--- config.mk ---
export PLATFORM = sky130hd
export DESIGN_NAME = fspc_ctrl
export DESIGN_NICKNAME = d
export VERILOG_FILES = /design/src/fspc_pkg.sv /design/src/fspc_bus_cycle.sv /design/src/fspc_ctrl.sv
export SDC_FILE = /design/constraint.sdc
export NUM_CORES = 1
export LEC_CHECK = 0
export ABC_AREA = 1
export BUFFER_PORTS_ARGS = -buffer_cell sky130_fd_sc_hd__buf_2
export CORE_MARGIN = 5
export CORE_UTILIZATION = 55
export CTS_CLUSTER_DIAMETER = 60
export DETAILED_ROUTE_END_ITERATION = 10
export GPL_TIMING_DRIVEN = 0
export PLACE_DENSITY = 0.83
export SETUP_SLACK_MARGIN = 0.05
export SLEW_MARGIN = 10
export SYNTH_ARGS = -nofsm -noshare
export SYNTH_HDL_FRONTEND = slang
export SYNTH_SLANG_ARGS = --single-unit
--- constraint.sdc ---
create_clock -name sys_clk -period 2.1 [get_ports sys_clk]
set_input_delay 0.315 -clock sys_clk [delete_from_list [all_inputs] [get_ports sys_clk]]
set_output_delay 0.315 -clock sys_clk [all_outputs]
set_load 0.005 [all_outputs]
--- src/fspc_pkg.sv ---
// Purpose: Shared constants for the flash sector protection host controller.
// Assumes: One 200 MHz clock; command words follow the usual unlock-cycle flash command set.
// Notes: Command codes and the user register map are chosen here; the flash itself has no registers.
package fspc_pkg;
    localparam int unsigned CLK_MHZ          = 200;
    localparam int unsigned ADDR_W           = 22;
    localparam int unsigned DATA_W           = 16;
    localparam int unsigned NUM_SECT         = 266;
    localparam logic [8:0]  SECT_LAST        = 9'h109;
    // Timing figures in ns, and derived cycle counts.
    localparam int unsigned T_WRITE_NS       = 60;
    localparam int unsigned T_PROG_POLL_NS   = 1000;
    localparam int unsigned T_ERASE_POLL_NS  = 50000;
    localparam int unsigned T_PWD_NS         = 2000;
    localparam int unsigned CYC_WRITE        = (T_WRITE_NS * CLK_MHZ + 999) / 1000;
    localparam int unsigned CYC_PROG_POLL    = (T_PROG_POLL_NS * CLK_MHZ + 999) / 1000;
    localparam int unsigned CYC_ERASE_POLL   = (T_ERASE_POLL_NS * CLK_MHZ + 999) / 1000;
    localparam int unsigned CYC_PWD          = (T_PWD_NS * CLK_MHZ + 999) / 1000;
    localparam int unsigned PER_ERASE_LIMIT  = 100;
    // Autoselect status read: A6, A1, A0 = 0, 1, 0.
    localparam logic [ADDR_W-1:0] AS_PROT_ADDR = 22'h000002;
    localparam int unsigned SECT_ADDR_LSB    = 12;
    // User register map (word index on the command port).
    localparam logic [3:0] REG_CTRL          = 4'h0;
    localparam logic [3:0] REG_SECT          = 4'h1;
    localparam logic [3:0] REG_STATUS        = 4'h2;
    localparam logic [3:0] REG_RESULT        = 4'h3;
    localparam logic [3:0] REG_ERASES        = 4'h4;
    // Operation codes written to REG_CTRL bits 3:0.
    typedef enum logic [3:0]
    {
        FSPC_OP_PER_SET   = 4'h1,
        FSPC_OP_PER_ERASE = 4'h2,
        FSPC_OP_FREEZE    = 4'h3,
        FSPC_OP_VOL_SET   = 4'h4,
        FSPC_OP_VOL_CLR   = 4'h5,
        FSPC_OP_VERIFY    = 4'h6,
        FSPC_OP_HW_RESET  = 4'h7,
        FSPC_OP_MODE_PERS = 4'h8,
        FSPC_OP_MODE_PWD  = 4'h9
    } fspc_op_t;
    localparam logic [15:0] CMD_UNLOCK1      = 16'h00aa;
    localparam logic [15:0] CMD_UNLOCK2      = 16'h0055;
    localparam logic [15:0] CMD_PER_PROG     = 16'h0060;
    localparam logic [15:0] CMD_PER_ERASE    = 16'h0060;
    localparam logic [15:0] CMD_FREEZE       = 16'h0078;
    localparam logic [15:0] CMD_VOL_WRITE    = 16'h0048;
    localparam logic [15:0] CMD_VERIFY       = 16'h0090;
    localparam logic [15:0] CMD_MODE_PERS    = 16'h0068;
    localparam logic [15:0] CMD_MODE_PWD     = 16'h0069;
    localparam logic [15:0] CMD_RESET        = 16'h00f0;
    localparam logic [ADDR_W-1:0] ADDR_555   = 22'h000555;
    localparam logic [ADDR_W-1:0] ADDR_2AA   = 22'h0002aa;
    localparam logic [ADDR_W-1:0] PER_ERASE_ADDR = 22'h000042;
    localparam int unsigned SEQ_LEN          = 4;
endpackage

--- src/fspc_bus_cycle.sv ---
// Purpose: Drives one write or read cycle on the flash pins.
// Assumes: Asynchronous flash timing met by holding strobes CYC_WRITE cycles.
// Notes: Read data are captured at the end of the strobe window.
`timescale 1ns/1ps
module fspc_bus_cycle
    import fspc_pkg::*;
(
    input  wire logic              sys_clk,
    input  wire logic              arst_n,
    input  wire logic              start,
    input  wire logic              is_read,
    input  wire logic [ADDR_W-1:0] addr,
    input  wire logic [DATA_W-1:0] wdata,
    output logic                   done,
    output logic [DATA_W-1:0]      rdata_q,
    output logic [ADDR_W-1:0]      flash_addr,
    output logic                   flash_we_n,
    output logic                   flash_oe_n,
    input  wire logic [DATA_W-1:0] flash_dq_in,
    output logic [DATA_W-1:0]      flash_dq_out,
    output logic                   flash_dq_oe
);
    logic [7:0] cnt_q;
    logic       busy_q;
    logic       rd_q;

    always_ff @(posedge sys_clk or negedge arst_n)
    begin
        if (!arst_n)
        begin
            cnt_q        <= 8'h00;
            busy_q       <= 1'b0;
            rd_q         <= 1'b0;
            flash_addr   <= '0;
            flash_dq_out <= '0;
        end
        else if (start && !busy_q)
        begin
            busy_q       <= 1'b1;
            rd_q         <= is_read;
            cnt_q        <= 8'(CYC_WRITE);
            flash_addr   <= addr;
            flash_dq_out <= wdata;
        end
        else if (busy_q)
        begin
            cnt_q <= cnt_q - 8'h01;
            if (cnt_q == 8'h01)
            begin
                busy_q <= 1'b0;
            end
        end
    end

    always_ff @(posedge sys_clk or negedge arst_n)
    begin
        if (!arst_n)
        begin
            rdata_q <= '0;
        end
        else if (busy_q && rd_q && cnt_q == 8'h01)
        begin
            rdata_q <= flash_dq_in;
        end
    end

    assign done        = busy_q && cnt_q == 8'h01;
    assign flash_we_n  = !(busy_q && !rd_q);
    assign flash_oe_n  = !(busy_q && rd_q);
    assign flash_dq_oe = busy_q && !rd_q;
endmodule

--- src/fspc_ctrl.sv ---
// Summary of operation
// Unlocked parts run persistent protection; the host assumes that mode until told otherwise.
// Setting the persistent mode bit fixes persistent protection for good.
// Setting the password mode bit fixes password protection for good.
// After either mode bit is set, no mode change is accepted.
// One persistent guard bit per group of up to four sectors; boot sectors alone.
// Each persistent guard bit is set by its own command aimed at its group.
// Erasing persistent guard bits clears all at once with no over-erase guard.
// Host programs every persistent guard bit before erasing them; this host issues the erase sequence without programming them first.
// One freeze bit: 1 locks the persistent bits, 0 lets them change.
// Persistent mode freeze bit clears only by power-up or hardware reset.
// A set freeze bit blocks program and erase of persistent bits.
// One volatile guard bit per sector, all zero after reset.
// Volatile bits set or clear any time, regardless of the freeze bit.
// Sector protection is the OR of its persistent and volatile bits.
// Host limits persistent bit erases to 100 cycles.
// Write guard pin low blocks program and erase in the boot sectors.
// To change locked sectors, reset, rewrite persistent bits, freeze again.
// Host freezes early in boot and holds the write guard pin low.
// Program to a protected sector changes nothing; polling lasts about 1 us.
// Erase to a protected sector changes nothing; polling lasts about 50 us.
// Verify reads back a sector's volatile, persistent and freeze bits; this code reads one combined protect bit on data line zero, with no freeze bit.
// Status read with A6,A1,A0 = 0,1,0 gives data line zero per sector.
// Autoselect locations with A1 low hold identity codes, not status.
// Password mode powers up frozen; only matching 64-bit password unfreezes.
// Each password check takes 2 us; a mismatch changes nothing.
// Persistent mode bit set forbids programming the password mode bit.
// Persistent mode ignores the password unlock command.
// Boot sector protection adds the write guard pin being low.
// Commands to unprotected sectors proceed normally.
// Purpose: Host controller that issues flash protection command sequences.
// Assumes: Software writes a sector, then an op code; one op at a time.
// Notes: Password unlock is not issued by this host; frozen state is tracked locally.
//
// Chosen here: the register offsets and the plain strobed port.
`timescale 1ns/1ps
module fspc_ctrl
    import fspc_pkg::*;
(
    input  wire logic              sys_clk,
    input  wire logic              arst_n,
    input  wire logic [3:0]        reg_addr,
    input  wire logic [31:0]       reg_wdata,
    input  wire logic              reg_wr,
    input  wire logic              reg_rd,
    output logic [31:0]            reg_rdata,
    output logic [ADDR_W-1:0]      flash_addr,
    output logic                   flash_we_n,
    output logic                   flash_oe_n,
    output logic                   flash_ce_n,
    output logic                   flash_reset_n,
    output logic                   boot_write_guard_pin,
    input  wire logic [DATA_W-1:0] flash_dq_in,
    output logic [DATA_W-1:0]      flash_dq_out,
    output logic                   flash_dq_oe
);
    typedef enum logic [2:0]
    {
        ST_IDLE  = 3'b000,
        ST_CYCLE = 3'b001,
        ST_WAIT  = 3'b010,
        ST_RESET = 3'b011,
        ST_DONE  = 3'b100
    } fspc_state_t;

    fspc_state_t       state_q;
    fspc_op_t          op_q;
    logic [8:0]        sect_q;
    logic [2:0]        step_q;
    logic              guard_pin_low_q;
    logic              mode_locked_q;
    logic              pwd_mode_q;
    logic              freeze_q;
    logic              refused_q;
    logic [15:0]       result_q;
    logic [7:0]        erases_q;
    logic [15:0]       wait_q;
    logic              cyc_start;
    logic              cyc_read;
    logic              cyc_done;
    logic [ADDR_W-1:0] cyc_addr;
    logic [DATA_W-1:0] cyc_wdata;
    logic [DATA_W-1:0] cyc_rdata;
    logic [ADDR_W-1:0] sect_addr;
    logic              op_go;
    logic              op_ok;
    logic              last_step;

    assign sect_addr = ADDR_W'({sect_q, 12'h000});
    assign op_go     = reg_wr && reg_addr == REG_CTRL && state_q == ST_IDLE;

    // Refuse locally what the flash would refuse, so software sees why.
    always_comb
    begin
        op_ok = 1'b1;
        unique case (fspc_op_t'(reg_wdata[3:0]))
            FSPC_OP_PER_SET:   op_ok = !freeze_q;
            FSPC_OP_PER_ERASE: op_ok = !freeze_q && erases_q < 8'(PER_ERASE_LIMIT);
            FSPC_OP_MODE_PERS: op_ok = !mode_locked_q;
            FSPC_OP_MODE_PWD:  op_ok = !mode_locked_q;
            FSPC_OP_VOL_SET,
            FSPC_OP_VOL_CLR,
            FSPC_OP_VERIFY,
            FSPC_OP_FREEZE,
            FSPC_OP_HW_RESET:  op_ok = 1'b1;
            default:           op_ok = 1'b0;
        endcase
    end

    always_ff @(posedge sys_clk or negedge arst_n)
    begin
        if (!arst_n)
        begin
            sect_q          <= 9'h000;
            guard_pin_low_q <= 1'b1;
        end
        else if (reg_wr && reg_addr == REG_SECT)
        begin
            sect_q          <= reg_wdata[8:0];
            guard_pin_low_q <= !reg_wdata[16];
        end
    end

    assign boot_write_guard_pin = !guard_pin_low_q;

    // Sequence step words: two unlock cycles, command, argument.
    assign last_step = step_q == 3'(SEQ_LEN - 1);
    always_comb
    begin
        cyc_read  = 1'b0;
        cyc_addr  = ADDR_555;
        cyc_wdata = CMD_UNLOCK1;
        unique case (step_q)
            3'd0:
            begin
                cyc_addr  = ADDR_555;
                cyc_wdata = CMD_UNLOCK1;
            end
            3'd1:
            begin
                cyc_addr  = ADDR_2AA;
                cyc_wdata = CMD_UNLOCK2;
            end
            3'd2:
            begin
                cyc_addr  = sect_addr;
                cyc_wdata = (op_q == FSPC_OP_PER_SET || op_q == FSPC_OP_PER_ERASE) ? CMD_PER_PROG :
                            (op_q == FSPC_OP_FREEZE)    ? CMD_FREEZE    :
                            (op_q == FSPC_OP_MODE_PERS) ? CMD_MODE_PERS :
                            (op_q == FSPC_OP_MODE_PWD)  ? CMD_MODE_PWD  :
                            (op_q == FSPC_OP_VERIFY)    ? CMD_VERIFY    : CMD_VOL_WRITE;
            end
            default:
            begin
                cyc_read  = op_q == FSPC_OP_VERIFY;
                cyc_addr  = (op_q == FSPC_OP_VERIFY) ? (sect_addr | AS_PROT_ADDR) :
                            (op_q == FSPC_OP_PER_ERASE) ? PER_ERASE_ADDR : sect_addr;
                cyc_wdata = (op_q == FSPC_OP_VOL_SET) ? 16'h0001 : 16'h0000;
            end
        endcase
    end
    assign cyc_start = state_q == ST_CYCLE;

    always_ff @(posedge sys_clk or negedge arst_n)
    begin
        if (!arst_n)
        begin
            state_q   <= ST_IDLE;
            op_q      <= FSPC_OP_VERIFY;
            step_q    <= 3'd0;
            wait_q    <= 16'h0000;
            refused_q <= 1'b0;
        end
        else
        begin
            unique case (state_q)
                ST_IDLE:
                begin
                    if (op_go)
                    begin
                        op_q      <= fspc_op_t'(reg_wdata[3:0]);
                        step_q    <= 3'd0;
                        refused_q <= !op_ok;
                        if (!op_ok)
                        begin
                            state_q <= ST_DONE;
                        end
                        else if (fspc_op_t'(reg_wdata[3:0]) == FSPC_OP_HW_RESET)
                        begin
                            wait_q  <= 16'(CYC_PWD);
                            state_q <= ST_RESET;
                        end
                        else
                        begin
                            state_q <= ST_CYCLE;
                        end
                    end
                end
                ST_CYCLE:
                begin
                    if (cyc_done)
                    begin
                        step_q <= step_q + 3'd1;
                        if (last_step)
                        begin
                            // Erase takes the long polling window, others the short.
                            wait_q  <= (op_q == FSPC_OP_PER_ERASE) ? 16'(CYC_ERASE_POLL)
                                                                   : 16'(CYC_PROG_POLL);
                            state_q <= ST_WAIT;
                        end
                    end
                end
                ST_WAIT, ST_RESET:
                begin
                    wait_q <= wait_q - 16'h0001;
                    if (wait_q == 16'h0001)
                    begin
                        state_q <= ST_DONE;
                    end
                end
                ST_DONE:
                begin
                    state_q <= ST_IDLE;
                end
                default:
                begin
                    state_q <= ST_IDLE;
                end
            endcase
        end
    end

    // Shadow of the flash protection state, tracked from issued commands.
    always_ff @(posedge sys_clk or negedge arst_n)
    begin
        if (!arst_n)
        begin
            mode_locked_q <= 1'b0;
            pwd_mode_q    <= 1'b0;
            freeze_q      <= 1'b0;
            erases_q      <= 8'h00;
            result_q      <= 16'h0000;
        end
        else if (state_q == ST_DONE && !refused_q)
        begin
            unique case (op_q)
                FSPC_OP_MODE_PERS: mode_locked_q <= 1'b1;
                FSPC_OP_MODE_PWD:
                begin
                    mode_locked_q <= 1'b1;
                    pwd_mode_q    <= 1'b1;
                end
                FSPC_OP_FREEZE:    freeze_q <= 1'b1;
                FSPC_OP_HW_RESET:  freeze_q <= pwd_mode_q;
                FSPC_OP_PER_ERASE: erases_q <= erases_q + 8'h01;
                FSPC_OP_VERIFY:    result_q <= cyc_rdata;
                default:           result_q <= result_q;
            endcase
        end
    end

    assign flash_ce_n    = state_q != ST_CYCLE;
    assign flash_reset_n = state_q != ST_RESET;

    always_ff @(posedge sys_clk or negedge arst_n)
    begin
        if (!arst_n)
        begin
            reg_rdata <= 32'h0000_0000;
        end
        else if (reg_rd)
        begin
            unique case (reg_addr)
                REG_CTRL:   reg_rdata <= {28'h0, op_q};
                REG_SECT:   reg_rdata <= {15'h0, !guard_pin_low_q, 7'h0, sect_q};
                REG_STATUS: reg_rdata <= {26'h0, refused_q, pwd_mode_q, mode_locked_q, freeze_q,
                                          state_q == ST_WAIT, state_q != ST_IDLE};
                REG_RESULT: reg_rdata <= {16'h0, result_q};
                REG_ERASES: reg_rdata <= {24'h0, erases_q};
                default:    reg_rdata <= 32'h0000_0000;
            endcase
        end
        else
        begin
            reg_rdata <= 32'h0000_0000;
        end
    end

    fspc_bus_cycle u_cycle
    (
        .sys_clk      (sys_clk),
        .arst_n       (arst_n),
        .start        (cyc_start),
        .is_read      (cyc_read),
        .addr         (cyc_addr),
        .wdata        (cyc_wdata),
        .done         (cyc_done),
        .rdata_q      (cyc_rdata),
        .flash_addr   (flash_addr),
        .flash_we_n   (flash_we_n),
        .flash_oe_n   (flash_oe_n),
        .flash_dq_in  (flash_dq_in),
        .flash_dq_out (flash_dq_out),
        .flash_dq_oe  (flash_dq_oe)
    );

    property p_freeze_blocks;
        @(posedge sys_clk) disable iff (!arst_n)
        (op_go && freeze_q && fspc_op_t'(reg_wdata[3:0]) == FSPC_OP_PER_SET) |=> (state_q == ST_DONE && refused_q);
    endproperty
    a_freeze_blocks: assert property (p_freeze_blocks) else $error("Frozen guard bit program was not refused.");

    property p_mode_once;
        @(posedge sys_clk) disable iff (!arst_n)
        (op_go && mode_locked_q && fspc_op_t'(reg_wdata[3:0]) == FSPC_OP_MODE_PWD) |=> refused_q;
    endproperty
    a_mode_once: assert property (p_mode_once) else $error("Second mode selection was not refused.");

    property p_freeze_sticky;
        @(posedge sys_clk) disable iff (!arst_n)
        (freeze_q && !(state_q == ST_DONE && op_q == FSPC_OP_HW_RESET)) |=> freeze_q;
    endproperty
    a_freeze_sticky: assert property (p_freeze_sticky) else $error("Freeze bit cleared without reset.");

    property p_reset_pulse;
        @(posedge sys_clk) disable iff (!arst_n)
        $rose(state_q == ST_RESET) |-> !flash_reset_n [*8];
    endproperty
    a_reset_pulse: assert property (p_reset_pulse) else $error("Flash reset pulse too short.");
endmodule

# Word level (Yosys, flattened, before mapping)

Cells that the tools add are included.

Flip-flop bits (word level): 160
Input bits: 56
Output and inout bits: 76

$add $sub $neg: 4
$lt $le $gt $ge: 1
Eq/ne operators: 38
Multiplexer cells: 37
Reduce and logical (&&, ||, !) cells: 43

Operator list:

| cell                                               | number |
|---|---|
| one-hot mux 17 bit (5 select lines)                | 1 |
| two-way mux 16 bit                                 | 5 |
| one-hot mux 21 bit (3 select lines)                | 1 |
| two-way mux 8 bit                                  | 7 |
| one-hot mux 16 bit (3 select lines)                | 1 |
| two-way mux 21 bit                                 | 2 |
| == test 4 x 3 -> 1 bit, second input constant      | 8 |
| two-way mux 32 bit                                 | 1 |
| == test 4 x 2 -> 1 bit, second input constant      | 6 |
| one-hot mux 8 bit (3 select lines)                 | 1 |
| two-way mux 3 bit                                  | 7 |
| == test 16 x 1 -> 1 bit, second input constant     | 1 |
| == test 4 bit, second input constant               | 4 |
| subtractor 16 x 1 -> 16 bit, second input constant | 1 |
| two-way mux 14 bit                                 | 1 |
| == test 3 x 2 -> 1 bit, second input constant      | 4 |
| == test 4 x 1 -> 1 bit, second input constant      | 3 |
| AND reduction 2 bit                                | 6 |
| logical AND 1 bit                                  | 10 |
| zero test 1 bit                                    | 10 |
| inequality test 2 bit, second input constant       | 5 |
| one-hot mux 3 bit (3 select lines)                 | 1 |
| adder 8 x 1 -> 8 bit, second input constant        | 1 |
| == test 8 x 1 -> 1 bit, second input constant      | 1 |
| other kinds (24)                                   | 35 |

# Depth between registers and ports, before layout

Word-level depth: 7
Gate-level depth with buffers: 11
Gate-level depth less buffers: 10

# Hierarchy

From an unflattened synthesis, not the netlist that was laid out.

Cells, all modules: 855
Area total of the unflattened synthesis: 6,986.7 um^2

By module, submodules not included:

| module         | instances | cells each | area an instance (um^2) | sequential area each (um^2) |
|---|---|---|---|---|
| fspc_ctrl      | 1         | 549        | 4,337.9                 | 2,030.7 |
| fspc_bus_cycle | 1         | 306        | 2,648.8                 | 1,601.5 |

# Least setup slack after synthesis

No wires, ideal clock.

Kind: register to register
From: register op_q[1]
To: register erases_q[7]
Arrival time: 1,364 ps
Data required time: 1,983 ps
Setup slack: 619 ps
Cell stages (with the launch flop): 10
Path buffers: 0
Period minus slack after synthesis: 1,481 ps
Path through: dfstp_2 -> inv_2 -> nor3_2 -> nand2_1 -> inv_1 -> nand2_2 -> nor2_4 -> nand3_1 -> nand2_1 -> nand2_1

Word-level cells in the longest chain between the ends: 2

Ends and longest elaborated chain:

| item                                 | line             | source |
|---|---|---|
| from (decl)                          | fspc_ctrl.sv:67  | `fspc_op_t op_q;` |
| from (signal assigned)               | fspc_ctrl.sv:181 | `op_q <= fspc_op_t'(reg_wdata[3:0]);` |
| == test 4 x 2 -> 1 bit               | fspc_ctrl.sv:246 | `unique case (op_q)` |
| AND reduction 2 bit (no source line) | --               |  |
| to (signal assigned)                 | fspc_ctrl.sv:255 | `FSPC_OP_PER_ERASE: erases_q <= erases_q + 8'h01;` |
| to (decl)                            | fspc_ctrl.sv:76  | `logic [7:0] erases_q;` |

Every way passes these cells.
A chain may end at the register's enable or synchronous reset.

# Worst setup path after layout

Ends and elaborated chain as after synthesis.

==> results summary <==
The average footprint of a synthesized cell is 8.08 um^2. The site row count came out at 39. The number of clock buffers inserted by TritonCTS came out at 17. The final number of hold-violating endpoints is 0. The total inserted antenna cells came out at 0. Counting I/O delays and the setup requirement, the final critical path takes 1.97 ns. After synthesis, the share of flip-flops with an asynchronous set or reset is 100%. The worst-path maximum fanout came out at 6.

The power per cell area came out at 750 nW/um^2. The net count of the finished layout is 967. The synthesized netlist contains 38 unique library cells. For this design the static power due to leakage is 4.01 nW. The iteration count of the initial detailed-routing pass came out at 7. Summing the sequential cell areas from Yosys gives 50.6% of the chip area. The routed wirelength normalized by instance count is 13.7 um. The startpoint identified for the worst hold timing path is reg_wdata[16].

Ranked by total cell area, the synthesized netlist is headed by sky130_fd_sc_hd__dfrtp_1, sky130_fd_sc_hd__nand2_1, sky130_fd_sc_hd__inv_1. STA classifies the critical path endpoint as a flip-flop. The number of cell instances on the worst register-to-register path came out at 9. The setup TNS came out at 0 ns. The cell area after placement is 6960 um^2. The number of H-tree levels came out at 4. The critical path is of the reg -> reg type. The count of maximum capacitance violations came out at 0.

The total count of max-transition violations in the final report is 0. The largest net degree at the start of global routing came out at 68. For the worst setup path, the data arrival time is 2.28 ns.

The clock sink total is 126. The fraction of layout cells with a size suffix above 1 is 21.2%. After layout, the worst path uses 93.7% of the clock period. The transition time at the pin with the least slew margin is 0.616 ns. The highest cell delay on the worst timing path is 0.57 ns.

The post-route DRC violation count is 0. The later-pin clock latency in the skew report came out at 0.42 ns. Counting instances in the post-synthesis netlist gives the leading cell types as sky130_fd_sc_hd__nand2_1, sky130_fd_sc_hd__dfrtp_1, sky130_fd_sc_hd__inv_1, sky130_fd_sc_hd__nor2_1, sky130_fd_sc_hd__nand3_1. The overflow left after global routing came out at 0.

The via density per instance is 5.11. After clock tree synthesis, the clock-pin slew on the worst setup and hold paths is 0.06 ns. The synthesized design spends more area on one cell type than any other, namely sky130_fd_sc_hd__dfrtp_1. Once detailed placement completed, the half-perimeter wirelength came to 10400 um. The cell sitting at the root of the clock tree is a sky130_fd_sc_hd__clkbuf_16. The run finished with clean final reports. The cell area after synthesis came out at 6240 um^2.

The initial antenna violation count is 0. In this design, the critical path's most frequently occurring cell is sky130_fd_sc_hd__nand2_1. For hold timing, the worst endpoint is guard_pin_low_q. The class of the tightest hold or removal check is in -> reg.

The initial utilization of the core area, before any placement, comes to 55.4%. The total via count after detailed routing came out at 5400. The reg-to-reg setup timing slack came out at 0.13 ns. The total power came out at 5.68 mW.

Setup repair after global routing left no endpoint under its margin. At the worst endpoint, the required time is 2.41 ns. The library cell with the highest instance count after synthesis is sky130_fd_sc_hd__nand2_1. The die covers 13600 um^2.

The region available for standard cell placement spans 11300 um^2. For this design the top-level I/O count stands at 132. Setup violations remaining at the end of the flow were counted as 0. The headroom to the max-slew limit is 58.9%.

The upper clock frequency limit came out at 508 MHz. The overall global routing resource usage is 22.5%. The number of warnings reported in the yosys synthesis log is 0. Walking the worst path, the cells encountered are inv_2 > nor3_2 > nand2_1 > inv_1 > nand2_2 > nor2_4 > nand3_1 > nand2_1 > nand2_1. The wire length of the first global-routing pass came out at 24000 um. The startpoint type of the worst setup path is a flip-flop.

In this run the critical register-to-register path is launched from op_q[1]. Relative to the synthesized area, the layout overhead comes to 21.3%. The fraction of synthesized cell area taken by the top area cell type came out at 49.3%. The most used flip-flop cell after synthesis is sky130_fd_sc_hd__dfrtp_1.

The number of DRC markers after the initial detailed-route iteration is 316. The via count of the first global-routing pass came out at 5187. TritonCTS built the clock tree. The final worst clock skew came out at 0.0101 ns. The post-synthesis instance total came out at 772. The maximum resistive drop on vdd is 0.482 mV. The die width came out at 117 um. The residual antenna-violating net count after detailed routing is 0.

The final weighted congestion in routability-driven placement is 0.899. The die is 117 um tall. Counting flops with a built-in enable in the synthesized netlist gives 0.

Counting instances, the worst hold path has a depth of 2. The synthesis-stage register bit count is 126. The final instance area came out at 7570 um^2. The slowest stage of the critical path is the sky130_fd_sc_hd__dfstp_2 cell. The number of buffer cells added on primary ports came out at 84. The clock passes through at most 2 buffers. Summed over all layers, the routed wires come to 14500 um. The worst register-to-register path ends at erases_q[7].
[power by group]
group          total, mW  internal [mW]  leakage [nW]  switching, mW
Sequential          2.53           2.49          1.59         0.0415
Clock               2.90           1.71         0.290           1.19
Combinational      0.248          0.103          2.13          0.145
Total               5.68           4.30          4.01           1.38
[cells in the final DEF (no fill, tap or decap), types with 4 or more instances in the layout]
master / n
sky130_fd_sc_hd__dfrtp_1: 123
sky130_fd_sc_hd__a21oi_1: 37
sky130_fd_sc_hd__ha_1: 10
sky130_fd_sc_hd__nand2_2: 5
sky130_fd_sc_hd__inv_6: 4
sky130_fd_sc_hd__conb_1: 25
sky130_fd_sc_hd__buf_4: 35
sky130_fd_sc_hd__o21ai_1: 7
sky130_fd_sc_hd__nand4_1: 8
sky130_fd_sc_hd__buf_2: 92
sky130_fd_sc_hd__inv_8: 4
sky130_fd_sc_hd__clkbuf_16: 17
sky130_fd_sc_hd__nor2_4: 4
sky130_fd_sc_hd__nor3_1: 9
sky130_fd_sc_hd__inv_1: 88
sky130_fd_sc_hd__inv_2: 7
sky130_fd_sc_hd__nand3_1: 53
sky130_fd_sc_hd__o21ai_0: 45
sky130_fd_sc_hd__or2_2: 4
sky130_fd_sc_hd__nor2_1: 84
sky130_fd_sc_hd__nand2_1: 200
sky130_fd_sc_hd__xor2_1: 5
[final cells by class]
type | instances | area (um^2)
fillers | 881 | 3700
flip-flops and latches | 126 | 3160
multi-input cells | 526 | 2480
repair buffers | 86 | 464
clock buffers | 18 | 439
inverters | 97 | 364
plain buffers | 47 | 334
well taps | 143 | 179
clock inverters | 14 | 149
[timing repair]
action / CTS / global route
endpoints found under the setup margin: 0 / 2
endpoints found under the hold margin: 65 / 0
resized for setup: 0 / 2
hold buffers: 1 / 0
buffers inserted: 0 / 0
[registers in the layout (all words and copies together), names as in the netlist, 3 cells and up]
| register | count |
|---|---|
| wait_q | 16 |
| u_cycle.flash_dq_out | 8 |
| op_q | 4 |
| result_q | 16 |
| sect_q | 9 |
| reg_rdata | 17 |
| u_cycle.rdata_q | 16 |
| state_q | 3 |
| step_q | 3 |
| erases_q | 8 |
| u_cycle.flash_addr | 11 |
| u_cycle.cnt_q | 8 |
[kinds of logic (layout without fill, tap and decap cells)]
logic type	count (synthesis)	after routing	share of synthesized area, %
buffers and inverters	144	262	11.2
flip-flops	126	126	50.6
multiplexers	3	3	0.541
AND/OR/NAND/NOR	375	375	25.5
XOR/XNOR	5	5	0.702
other	1	25	0.0601
AO/OA/AOI/OAI	108	108	9.38
adder cells (fa/ha/maj)	10	10	2.00
[critical path: cells and delay by family, from the launching register on]
family                 cells  cell delay, ns
buffers and inverters      2            0.31
DFF                        1            0.57
and+or+nand+nor            7            0.98
[worst max-delay path by stage]
| stage | startpoint | endpoint | slack (ns) | cells after the start |
|---|---|---|---|---|
| after floorplan | op_q[1] | erases_q[7] | 0.62 | 9 |
| after global placement | arst_n | u_cycle.rdata_q[9] | -0.86 | 1 |
| after detailed placement | op_q[1] | erases_q[7] | 0.25 | 9 |
| after CTS | state_q[2] | flash_reset_n | 0.09 | 4 |
| after global routing | op_q[1] | erases_q[4] | 0.07 | 9 |
| final | op_q[1] | erases_q[7] | 0.13 | 9 |
[metrics by stage]
step                util, %  setup slack [ns]  cells  hold WS, ns
finish                 67.1             0.133   1057       0.0618
global route           67.1            0.0666   1057       0.0764
floorplan                 -             0.619    796       0.0194
CTS                    67.1            0.0884   1057       0.0574
global placement       61.5            -0.858   1023        0.446
detailed placement     61.8             0.251   1024        0.355
[routing by layer]
| metal | track usage [%] | part of all wire (%) | up-vias |
|---|---|---|---|
| li1 | - | - | 2658 |
| met1 | 29.6 | 43 | 2537 |
| met2 | 37.5 | 49 | 174 |
| met3 | 4.25 | 6.0 | 31 |
| met4 | 7.42 | 1.8 | 0 |
| met5 | 0 | 0 | - |
No activity file was read; power rests on OpenSTA's default activity.
